**src/verilog/rtcc_pkg.sv**
```systemverilog
// Operation
// - expiry flag set after 2^15 clocks unreturned
// - expiry flags held until one written
// - bit 7 enables host counter, resets 1
// - bit 6 enables card counter, resets 1
// - bit 5 flags card target B expiry
// - bit 3 flags card target A expiry
// - bit 1 flags host target expiry
// - retry bits 4,2,0 read zero
// - ring enable gates ring output routing
// - ring enable shared by both functions
// - video mode tri-states socket video pins
// - port select picks video priority socket
// - audio route bit, socket 0 wins
// - speaker out is XOR of enabled inputs
// - speaker pin driven only when enabled
// - card interrupt sets per-socket flag bit 0
// - interrupt flag cleared by writing one
// - card control bits 4,3 read zero
package rtcc_pkg;
  // configuration offsets
  localparam logic [7:0] RETRY_OFS = 8'h90;
  localparam logic [7:0] CARD_OFS = 8'h91;
  // reset values
  localparam logic [7:0] RETRY_RST = 8'hc0;
  localparam logic [7:0] CARD_RST = 8'h00;
  // retry register fields
  localparam int HOST_EN_BIT = 7;
  localparam int CARD_EN_BIT = 6;
  localparam int TGT_B_BIT = 5;
  localparam int TGT_A_BIT = 3;
  localparam int HOST_EXP_BIT = 1;
  // card control fields
  localparam int RING_EN_BIT = 7;
  localparam int VIDEO_BIT = 6;
  localparam int PORT_SEL_BIT = 5;
  localparam int AUDIO_BIT = 2;
  localparam int SPK_BIT = 1;
  localparam int IRQ_BIT = 0;
  // retry timeout: 2^15 clock cycles
  localparam int RETRY_LOG2 = 15;
  localparam int RETRY_CYCLES = 2 ** RETRY_LOG2;

  // one configuration access, taken in one cycle
  typedef struct packed {
    logic wr;
    logic rd;
    logic func;
    logic [7:0] addr;
    logic [7:0] wdata;
  } rtcc_cfg_t;

  // retry handshake events from one bridge side
  typedef struct packed {
    logic issued;
    logic returned;
  } rtcc_retry_t;
endpackage : rtcc_pkg

```
**src/verilog/rtcc_retry_timer.sv**
```systemverilog
`timescale 1ns/100ps
module rtcc_retry_timer #(
  parameter int LIMIT = rtcc_pkg::RETRY_CYCLES
) (
  input wire logic ref_clk,
  input wire logic rstn,
  input wire logic enable,
  input wire rtcc_pkg::rtcc_retry_t ev,
  output logic expired
);
  localparam int CW = $clog2(LIMIT) + 1;
  localparam logic [CW-1:0] LAST = CW'(LIMIT - 1);

  logic active_r; // a retried master is outstanding
  logic [CW-1:0] cnt_r; // cycles since the retry

  // counting; a new retry while active restarts the window
  always_ff @(posedge ref_clk) begin
    if (!rstn || !enable) begin
      active_r <= 1'b0;
      cnt_r <= '0;
    end else if (ev.returned) begin
      active_r <= 1'b0;
      cnt_r <= '0;
    end else if (ev.issued) begin
      active_r <= 1'b1;
      cnt_r <= '0;
    end else if (active_r) begin
      if (cnt_r == LAST) begin
        active_r <= 1'b0; // one expiry per retry
      end
      cnt_r <= (cnt_r == LAST) ? '0 : cnt_r + 1'b1;
    end
  end

  // expiry pulse, registered
  always_ff @(posedge ref_clk) begin
    if (!rstn) begin
      expired <= 1'b0;
    end else begin
      expired <= enable && active_r && !ev.returned && !ev.issued && (cnt_r == LAST);
    end
  end

  a_no_exp_disabled: assert property (@(posedge ref_clk) disable iff (!rstn)
    !enable |=> !active_r) else $error("timer active while disabled");
  a_ret_clears: assert property (@(posedge ref_clk) disable iff (!rstn)
    ev.returned |=> !active_r && cnt_r == '0) else $error("return did not clear");
endmodule : rtcc_retry_timer

```
**src/verilog/rtcc_top.sv**
```systemverilog
`timescale 1ns/100ps
module rtcc_top #(
  parameter int RETRY_LIMIT = rtcc_pkg::RETRY_CYCLES
) (
  input wire logic ref_clk,
  input wire logic rstn,
  input wire rtcc_pkg::rtcc_cfg_t cfg,
  output logic [7:0] cfg_rdata,
  output logic cfg_rvalid,
  input wire rtcc_pkg::rtcc_retry_t host_retry,
  input wire rtcc_pkg::rtcc_retry_t card_a_retry,
  input wire rtcc_pkg::rtcc_retry_t card_b_retry,
  input wire logic ring_indicate_output,
  input wire logic ring_mux_select,
  input wire logic [1:0] card_func_irq,
  input wire logic [1:0] card_audio_in,
  input wire logic [1:0] card_speaker_in,
  output logic ring_pme_out,
  output logic multi_pin_2,
  output logic multi_pin_4,
  output logic [1:0] video_pins_hiz,
  output logic video_select_sock0,
  output logic video_select_sock1,
  output logic audio_pin_output,
  output logic speaker_pin_out,
  output logic speaker_pin_oe
);
  // status and control state
  logic host_retry_count_en_r; // host side counter enable
  logic card_retry_count_en_r; // card side counter enable
  logic card_target_b_expired_r;
  logic card_target_a_expired_r;
  logic host_target_expired_r;
  logic ring_out_enable_r; // one bit for both functions
  logic [1:0] video_port_mode_r; // per function
  logic [1:0] port_sel_r; // per function
  logic [1:0] audio_to_pin_route_r; // per function
  logic [1:0] speaker_route_en_r; // per function
  logic [1:0] card_func_irq_flag_r; // per function

  // pin synchronisers; stage one feeds stage two only
  logic [1:0] aud_s1_r;
  logic [1:0] aud_s2_r;
  logic [1:0] spk_s1_r;
  logic [1:0] spk_s2_r;

  // timer expiry pulses
  logic host_exp;
  logic card_a_exp;
  logic card_b_exp;

  // write decode, both functions decode both offsets
  logic wr_retry;
  logic wr_card;
  logic [7:0] wd;
  assign wr_retry = cfg.wr && (cfg.addr == rtcc_pkg::RETRY_OFS);
  assign wr_card = cfg.wr && (cfg.addr == rtcc_pkg::CARD_OFS);
  assign wd = cfg.wdata;

  // one timer per retried target
  // both card targets share one enable, as software sees a single bit
  rtcc_retry_timer #(.LIMIT(RETRY_LIMIT)) u_host_timer (
    .ref_clk(ref_clk),
    .rstn(rstn),
    .enable(host_retry_count_en_r),
    .ev(host_retry),
    .expired(host_exp)
  );
  rtcc_retry_timer #(.LIMIT(RETRY_LIMIT)) u_card_a_timer (
    .ref_clk(ref_clk),
    .rstn(rstn),
    .enable(card_retry_count_en_r),
    .ev(card_a_retry),
    .expired(card_a_exp)
  );
  rtcc_retry_timer #(.LIMIT(RETRY_LIMIT)) u_card_b_timer (
    .ref_clk(ref_clk),
    .rstn(rstn),
    .enable(card_retry_count_en_r),
    .ev(card_b_retry),
    .expired(card_b_exp)
  );

  // write-one-to-clear with set priority
  function automatic logic w1c(input logic cur, input logic set, input logic clr);
    w1c = set | (cur & ~clr);
  endfunction : w1c

  // counter enables, shared retry register storage
  always_ff @(posedge ref_clk) begin
    if (!rstn) begin
      host_retry_count_en_r <= rtcc_pkg::RETRY_RST[rtcc_pkg::HOST_EN_BIT];
      card_retry_count_en_r <= rtcc_pkg::RETRY_RST[rtcc_pkg::CARD_EN_BIT];
    end else if (wr_retry) begin
      host_retry_count_en_r <= wd[rtcc_pkg::HOST_EN_BIT];
      card_retry_count_en_r <= wd[rtcc_pkg::CARD_EN_BIT];
    end
  end

  // expiry flags; an expiry in the clearing cycle still lands
  always_ff @(posedge ref_clk) begin
    if (!rstn) begin
      card_target_b_expired_r <= 1'b0;
      card_target_a_expired_r <= 1'b0;
      host_target_expired_r <= 1'b0;
    end else begin
      card_target_b_expired_r <= w1c(card_target_b_expired_r, card_b_exp,
                                     wr_retry & wd[rtcc_pkg::TGT_B_BIT]);
      card_target_a_expired_r <= w1c(card_target_a_expired_r, card_a_exp,
                                     wr_retry & wd[rtcc_pkg::TGT_A_BIT]);
      host_target_expired_r <= w1c(host_target_expired_r, host_exp,
                                   wr_retry & wd[rtcc_pkg::HOST_EXP_BIT]);
    end
  end

  // shared ring enable, written through either function
  always_ff @(posedge ref_clk) begin
    if (!rstn) begin
      ring_out_enable_r <= rtcc_pkg::CARD_RST[rtcc_pkg::RING_EN_BIT];
    end else if (wr_card) begin
      ring_out_enable_r <= wd[rtcc_pkg::RING_EN_BIT];
    end
  end

  // per-function card control bits
  always_ff @(posedge ref_clk) begin
    if (!rstn) begin
      video_port_mode_r <= {2{rtcc_pkg::CARD_RST[rtcc_pkg::VIDEO_BIT]}};
      port_sel_r <= {2{rtcc_pkg::CARD_RST[rtcc_pkg::PORT_SEL_BIT]}};
      audio_to_pin_route_r <= {2{rtcc_pkg::CARD_RST[rtcc_pkg::AUDIO_BIT]}};
      speaker_route_en_r <= {2{rtcc_pkg::CARD_RST[rtcc_pkg::SPK_BIT]}};
    end else if (wr_card) begin
      video_port_mode_r[cfg.func] <= wd[rtcc_pkg::VIDEO_BIT];
      port_sel_r[cfg.func] <= wd[rtcc_pkg::PORT_SEL_BIT];
      audio_to_pin_route_r[cfg.func] <= wd[rtcc_pkg::AUDIO_BIT];
      speaker_route_en_r[cfg.func] <= wd[rtcc_pkg::SPK_BIT];
    end
  end

  // functional interrupt flags, socket dependent
  always_ff @(posedge ref_clk) begin
    if (!rstn) begin
      card_func_irq_flag_r <= {2{rtcc_pkg::CARD_RST[rtcc_pkg::IRQ_BIT]}};
    end else begin
      for (int s = 0; s < 2; s++) begin
        card_func_irq_flag_r[s] <= w1c(card_func_irq_flag_r[s], card_func_irq[s],
          wr_card && (cfg.func == 1'(s)) && wd[rtcc_pkg::IRQ_BIT]);
      end
    end
  end

  // read data; reserved positions tie to zero
  function automatic logic [7:0] rd_mux(input logic [7:0] a, input logic f);
    logic [7:0] v;
    v = 8'h00;
    if (a == rtcc_pkg::RETRY_OFS) begin
      v[rtcc_pkg::HOST_EN_BIT] = host_retry_count_en_r;
      v[rtcc_pkg::CARD_EN_BIT] = card_retry_count_en_r;
      v[rtcc_pkg::TGT_B_BIT] = card_target_b_expired_r;
      v[rtcc_pkg::TGT_A_BIT] = card_target_a_expired_r;
      v[rtcc_pkg::HOST_EXP_BIT] = host_target_expired_r;
    end else if (a == rtcc_pkg::CARD_OFS) begin
      // per-function fields come from the function the access names
      v[rtcc_pkg::RING_EN_BIT] = ring_out_enable_r;
      v[rtcc_pkg::VIDEO_BIT] = video_port_mode_r[f];
      v[rtcc_pkg::PORT_SEL_BIT] = port_sel_r[f];
      v[rtcc_pkg::AUDIO_BIT] = audio_to_pin_route_r[f];
      v[rtcc_pkg::SPK_BIT] = speaker_route_en_r[f];
      v[rtcc_pkg::IRQ_BIT] = card_func_irq_flag_r[f];
    end
    rd_mux = v;
  endfunction : rd_mux

  // read answer one cycle after the request; unmapped reads give zero
  always_ff @(posedge ref_clk) begin
    if (!rstn) begin
      cfg_rdata <= 8'h00;
      cfg_rvalid <= 1'b0;
    end else begin
      cfg_rvalid <= cfg.rd;
      cfg_rdata <= cfg.rd ? rd_mux(cfg.addr, cfg.func) : 8'h00;
    end
  end

  // synchronise card pin inputs
  always_ff @(posedge ref_clk) begin
    if (!rstn) begin
      aud_s1_r <= 2'h0;
      aud_s2_r <= 2'h0;
      spk_s1_r <= 2'h0;
      spk_s2_r <= 2'h0;
    end else begin
      aud_s1_r <= card_audio_in;
      aud_s2_r <= aud_s1_r;
      spk_s1_r <= card_speaker_in;
      spk_s2_r <= spk_s1_r;
    end
  end

  // ring routing; the pin mux beyond picks which pin really carries it
  always_ff @(posedge ref_clk) begin
    if (!rstn) begin
      ring_pme_out <= 1'b0;
      multi_pin_2 <= 1'b0;
      multi_pin_4 <= 1'b0;
    end else begin
      ring_pme_out <= ring_out_enable_r && !ring_mux_select && ring_indicate_output;
      multi_pin_2 <= ring_out_enable_r && ring_indicate_output;
      multi_pin_4 <= ring_out_enable_r && ring_indicate_output;
    end
  end

  // video port tri-state and select priority
  always_ff @(posedge ref_clk) begin
    if (!rstn) begin
      video_pins_hiz <= 2'h0;
      video_select_sock0 <= 1'b0;
      video_select_sock1 <= 1'b0;
    end else begin
      video_pins_hiz <= video_port_mode_r;
      if (&video_port_mode_r) begin
        // both in video mode: the port select of socket 0's function decides
        video_select_sock0 <= !port_sel_r[0];
        video_select_sock1 <= port_sel_r[0];
      end else begin
        // at most one socket in video mode: that socket keeps the port
        video_select_sock0 <= video_port_mode_r[0];
        video_select_sock1 <= video_port_mode_r[1];
      end
    end
  end

  // audio to multifunction pin, socket 0 first
  always_ff @(posedge ref_clk) begin
    if (!rstn) begin
      audio_pin_output <= 1'b0;
    end else if (audio_to_pin_route_r[0]) begin
      audio_pin_output <= aud_s2_r[0];
    end else if (audio_to_pin_route_r[1]) begin
      audio_pin_output <= aud_s2_r[1];
    end else begin
      // no route bit set: hold the pin low rather than leave stale audio
      audio_pin_output <= 1'b0;
    end
  end

  // speaker merge; pin left undriven when neither enable is set
  // data is forced low while undriven, so the pin mux never sees stale levels
  always_ff @(posedge ref_clk) begin
    if (!rstn) begin
      speaker_pin_out <= 1'b0;
      speaker_pin_oe <= 1'b0;
    end else begin
      speaker_pin_out <= |(spk_s2_r & speaker_route_en_r) ? ^(spk_s2_r & speaker_route_en_r) : 1'b0;
      speaker_pin_oe <= |speaker_route_en_r;
    end
  end

  // flag, read data and pin routing checks, one rule each
  a_host_exp_sets: assert property (@(posedge ref_clk) disable iff (!rstn)
    host_exp |=> host_target_expired_r) else $error("host expiry not flagged");
  a_flag_holds: assert property (@(posedge ref_clk) disable iff (!rstn)
    host_target_expired_r && !(wr_retry && wd[rtcc_pkg::HOST_EXP_BIT]) |=> host_target_expired_r)
    else $error("host expiry flag lost");
  a_host_clear: assert property (@(posedge ref_clk) disable iff (!rstn)
    wr_retry && wd[rtcc_pkg::HOST_EXP_BIT] && !host_exp |=> !host_target_expired_r)
    else $error("host flag not cleared");
  a_b_sets: assert property (@(posedge ref_clk) disable iff (!rstn)
    card_b_exp |=> card_target_b_expired_r) else $error("target b expiry not flagged");
  a_b_clear: assert property (@(posedge ref_clk) disable iff (!rstn)
    wr_retry && wd[rtcc_pkg::TGT_B_BIT] && !card_b_exp |=> !card_target_b_expired_r)
    else $error("target b flag not cleared");
  a_a_sets: assert property (@(posedge ref_clk) disable iff (!rstn)
    card_a_exp |=> card_target_a_expired_r) else $error("target a expiry not flagged");
  a_retry_rsvd: assert property (@(posedge ref_clk) disable iff (!rstn)
    cfg.rd && cfg.addr == rtcc_pkg::RETRY_OFS |=> (cfg_rdata & 8'h15) == 8'h00)
    else $error("retry reserved bits nonzero");
  a_card_rsvd: assert property (@(posedge ref_clk) disable iff (!rstn)
    cfg.rd && cfg.addr == rtcc_pkg::CARD_OFS |=> (cfg_rdata & 8'h18) == 8'h00)
    else $error("card reserved bits nonzero");
  a_ring_block: assert property (@(posedge ref_clk) disable iff (!rstn)
    !ring_out_enable_r |=> !ring_pme_out && !multi_pin_2 && !multi_pin_4)
    else $error("ring routed while disabled");
  a_ring_shared: assert property (@(posedge ref_clk) disable iff (!rstn)
    wr_card |=> ring_out_enable_r == $past(wd[rtcc_pkg::RING_EN_BIT]))
    else $error("ring enable not shared");
  a_spk_oe: assert property (@(posedge ref_clk) disable iff (!rstn)
    speaker_route_en_r == 2'h0 ##1 speaker_route_en_r == 2'h0 |-> !speaker_pin_oe)
    else $error("speaker driven while disabled");
  a_spk_single: assert property (@(posedge ref_clk) disable iff (!rstn)
    speaker_route_en_r == 2'h1 |=> speaker_pin_out == $past(spk_s2_r[0]))
    else $error("speaker data wrong");
  a_irq_sets: assert property (@(posedge ref_clk) disable iff (!rstn)
    card_func_irq[1] |=> card_func_irq_flag_r[1]) else $error("irq flag not set");
  a_irq0_sets: assert property (@(posedge ref_clk) disable iff (!rstn)
    card_func_irq[0] |=> card_func_irq_flag_r[0]) else $error("socket 0 irq flag not set");
  a_irq_holds: assert property (@(posedge ref_clk) disable iff (!rstn)
    card_func_irq_flag_r[0] && !(wr_card && !cfg.func && wd[rtcc_pkg::IRQ_BIT]) |=> card_func_irq_flag_r[0])
    else $error("irq flag lost");
  a_video_prio: assert property (@(posedge ref_clk) disable iff (!rstn)
    &video_port_mode_r |=> video_select_sock1 == $past(port_sel_r[0]) && video_select_sock0 != video_select_sock1)
    else $error("video priority wrong");
  a_hiz_follows: assert property (@(posedge ref_clk) disable iff (!rstn)
    1'b1 |=> video_pins_hiz == $past(video_port_mode_r)) else $error("video tri-state wrong");
  a_audio_prio: assert property (@(posedge ref_clk) disable iff (!rstn)
    audio_to_pin_route_r[0] |=> audio_pin_output == $past(aud_s2_r[0]))
    else $error("audio routing wrong");
endmodule : rtcc_top

```
**config.mk**
```make
export PLATFORM = sky130hd
export DESIGN_NAME = rtcc_top
export DESIGN_NICKNAME = d
export VERILOG_FILES = /design/src/verilog/rtcc_pkg.sv /design/src/verilog/rtcc_retry_timer.sv /design/src/verilog/rtcc_top.sv
export SDC_FILE = /design/constraint.sdc
export NUM_CORES = 1
export LEC_CHECK = 0
export BUFFER_PORTS_ARGS = -buffer_cell sky130_fd_sc_hd__buf_4
export CAP_MARGIN = 10
export CORE_ASPECT_RATIO = 1.25
export CORE_MARGIN = 2
export CORE_UTILIZATION = 51
export CTS_CLUSTER_SIZE = 25
export DETAILED_ROUTE_END_ITERATION = 10
export PLACE_DENSITY = 0.75
export SYNTH_ARGS = -nofsm -noshare
export SYNTH_HDL_FRONTEND = slang
export SYNTH_SLANG_ARGS = --single-unit
export TNS_END_PERCENT = 100
```
**constraint.sdc**
```tcl
create_clock -name ref_clk -period 1.5 [get_ports ref_clk]
set_input_delay 0.075 -clock ref_clk [delete_from_list [all_inputs] [get_ports ref_clk]]
set_output_delay 0.075 -clock ref_clk [all_outputs]
set_load 0.01 [all_outputs]
```
==> flow_summary_export.csv <==
group,metric,value,unit
worst_setup_path,timing.rr.end,"u_host_timer.cnt_r[3]$_SDFFE_PP0P_",
route,routed_wl,8890,um
pwr,switching_share,0.243,
yosys,yosysMostFrequentCell,"dfxtp_1",
pwr,power_density,842,mW/mm^2
route,wire_per_inst,13.9,um
yosys,syn_area,0.00388,mm^2
clock_tree,clock-sinks,95,
worst_setup_path,cp.required,1750,ps
worst_setup_path,ff2ff_setup_slack,-6,ps
sta,max_freq,664,MHz
floorplan,coreArea,0.00736,mm^2
yosys,synth_cells,418,
yosys,yosys.area.top_type_share,0.490,
cells_and_area,n_fill_cell,529,
yosys,synth.ff_latch_count,95,
cells_and_area,area_delta_synth_final,36.8,%
worst_setup_path,crit_type,"reg2reg",
global_route,antenna_found_initial,0,
yosys,yosys-top-cells-count,"dfxtp_1 (95), nor2_1 (46), nand2_1 (33), xor2_1 (24), nand4_1 (21)",
yosys,ys.flop_type,"dfxtp_1",
worst_setup_path,worst-path-max-fanout,7,
global_route,grt_pass1_vias,3329,
route,drt_first_pass_iters,4,
floorplan,initial_core_util,0.528,
yosys,ys_top_cells_by_area,"dfxtp_1 (49%), xor2_1 (5.4%), nor2_1 (4.4%), nand4_1 (3.4%), nand2_1 (3.2%)",
worst_setup_path,crit_path_start,"u_host_timer.cnt_r[11]$_SDFFE_PP0P_",
yosys,ys_async_sr_fraction,0,
sta,skew,16.5,ps
floorplan,die_y,102,um
clock_tree,htreeDepth,3,
sta,fin_ws,-6.21,ps
worst_setup_path,timing.rr.start,"u_host_timer.cnt_r[11]$_SDFFE_PP0P_",
outcome,status,"finished with violations",
yosys,ys_warn_count,0,
pwr,seqPwrFrac,0.570,
worst_setup_path,worstSetupEndpoint,"u_host_timer.cnt_r[3]$_SDFFE_PP0P_",
cells_and_area,finish.utilization,0.721,
pwr,p_sw,1080,uW
placement,hpwl,5950,um
clock_tree,cts_max_path_buffers,2,
placement,place_congestion,0.847,
clock_tree,clk_latency,370,ps
global_route,grt_max_degree,31,
pwr,combPwrFrac,0.058,
floorplan,row_count,35,
worst_setup_path,crit_path_start_kind,"flip-flop",
yosys,synth_area_per_cell,9.29,um^2
global_route,grt_pass1_wl,14200,um
worst_setup_path,arrival,1760,ps
sta,grt_setup_unrepaired,"true",
min_path,min_path_cells,3,
yosys,yosysSeqAreaShare,0.490,
clock_tree,cts_buffers,9,
floorplan,dieArea,0.00833,mm^2
yosys,yosys.area.top_type,"dfxtp_1",
cells_and_area,drive_gt1_frac,0.309,
yosys,syn_nets,457,
route,ant_nets,0,
floorplan,ios,54,
sta,maxSlewViolCount,0,
pwr,power.leakage,0.00205,uW
pwr,pwr-share-clk,0.372,
placement,io_buffers,51,
outcome,violations,"negative setup slack",
route,vias_per_cell,5.34,
pwr,total_power,4470,uW
clock_tree,cts.clk_slew.worst_paths,110,ps
global_route,grt-ovfl-total,0,
worst_setup_path,reg2reg_depth,5,
floorplan,die_w,82.0,um
sta,hold_viol,0,
yosys,synth_edf_count,0,
clock_tree,ctsRootBufferMaster,"clkbuf_8",
clock_tree,cts_tree,"done",
route,num_vias,3411,
cells_and_area,antenna_cells,0,
sta,finalSetupViolCount,2,
sta,finalCritPeriodShare,1.00,
route,drc_errors,0,
sta,fin_crit,1510,ps
pwr,internal_power,3390,uW
job,max-cap-violations,0,
worst_setup_path,endpoint_kind,"flip-flop",
pwr,ir_drop,0.000656,V
min_path,hp-class,"in2reg",
global_route,grt.total_usage,0.216,
route,drt_iter0_drc,206,
cells_and_area,fin_nets,581,
yosys,ys_types,52,
worst min-delay path by stage:
stage / start / endpoint / slack [ps]
5_1_grt: rstn / card_func_irq_flag_r[1]$_SDFF_PN0_ / 40
3_5_place_dp: ring_mux_select / ring_pme_out$_SDFF_PN0_ / 240
6_report: rstn / card_func_irq_flag_r[1]$_SDFF_PN0_ / 20
4_1_cts: rstn / card_func_irq_flag_r[1]$_SDFF_PN0_ / 6
3_3_place_gp: ring_mux_select / ring_pme_out$_SDFF_PN0_ / 230
2_1_floorplan: ring_mux_select / ring_pme_out$_SDFF_PN0_ / 150
layer usage:
| layer | vias to the layer above | track usage | routed length [um] |
|---|---|---|---|
| met5 | - | 0 | 0 |
| met4 | 0 | 0.0846 | 134 |
| met3 | 11 | 0.0463 | 386 |
| met2 | 82 | 0.385 | 4580 |
| met1 | 1604 | 0.249 | 3780 |
| li1 | 1714 | - | - |
what timing repair did:
action	in CTS	in global routing
endpoints found under the hold margin	20	0
pin swaps	3	11
endpoints found under the setup margin	30	46
resized for setup	14	34
hold buffers	23	0
setup buffers	1	3
cloned	0	1
worst max-delay path, cell delays in order (launching register included):
cell and delay, ps:
dfxtp_2 370, nand4_4 110, or4b_4 540, o21ai_4 170
buf_6 150, nor2_1 50
stage by stage:
step | setup TNS (ps) | setup WS, ps | hold WS [ps] | cell area, um^2 | cells
2_1_floorplan | 0 | 7.21 | 147 | 3890 | 418
3_3_place_gp | 0 | 38.1 | 235 | 4680 | 595
3_5_place_dp | -34.6 | -10.6 | 240 | 4680 | 595
4_1_cts | 0 | 3.73 | 6.09 | 5160 | 635
5_1_grt | -422 | -35.7 | 40.4 | 5310 | 639
6_report | -8.39 | -6.21 | 19.4 | 5310 | 639
layout by cell type, fill, tap and decap left out, drive strengths merged, types with 6 or more instances in the layout:
| master | count |
|---|---|
| and2 | 14 |
| xnor2 | 14 |
| clkbuf | 10 |
| mux2i | 7 |
| o21ai | 23 |
| nor2 | 46 |
| nand3 | 19 |
| nand3b | 7 |
| inv | 14 |
| nor3 | 9 |
| nand4 | 23 |
| and4 | 6 |
| nor4 | 6 |
| a21oi | 7 |
| dfxtp | 95 |
| xor2 | 24 |
| or3 | 6 |
| and3 | 8 |
| buf | 107 |
| dlygate4sd3 | 23 |
| nand2 | 33 |
flip-flops by register name, indices dropped and copies added (netlist names), 7 cells and up:
name and cells:
cfg_rdata 7, u_card_b_timer.cnt_r 16, u_card_a_timer.cnt_r 16, u_host_timer.cnt_r 16
cells by family (layout without fill, tap and decap cells):
| logic type | after synthesis | after routing | synth area share |
|---|---|---|---|
| AND/OR/NAND/NOR | 196 | 196 | 0.275 |
| flip-flops | 95 | 95 | 0.490 |
| AO/OA/AOI/OAI | 49 | 49 | 0.0809 |
| XOR/XNOR | 38 | 38 | 0.0858 |
| buffers and inverters | 27 | 156 | 0.0332 |
| multiplexers | 8 | 8 | 0.0210 |
| adder cells (fa/ha/maj) | 4 | 4 | 0.0129 |
| other | 1 | 1 | 0.000966 |
power groups by stage:
stage | registers [uW] | logic (uW) | clock network, uW
2_1_floorplan | 2610 | 86.0 | 0
3_3_place_gp | 2610 | 188 | 0
3_5_place_dp | 2610 | 194 | 0
4_1_cts | 2550 | 247 | 1690
5_1_grt | 2550 | 280 | 1780
6_report | 2550 | 258 | 1660
cell type report:
| cell class | count | area, um^2 | area share |
|---|---|---|---|
| Clock buffer | 10 | 138 | 0.0259 |
| Multi-Input combinational cell | 296 | 1980 | 0.372 |
| Sequential cell | 95 | 1930 | 0.363 |
| Tap cell | 92 | 115 | 0.0217 |
| Timing Repair Buffer | 130 | 1060 | 0.199 |
| Clock inverter | 6 | 60.1 | 0.0113 |
| Inverter | 10 | 37.5 | 0.00707 |
Note: power is estimated with default switching activity, not from simulation.
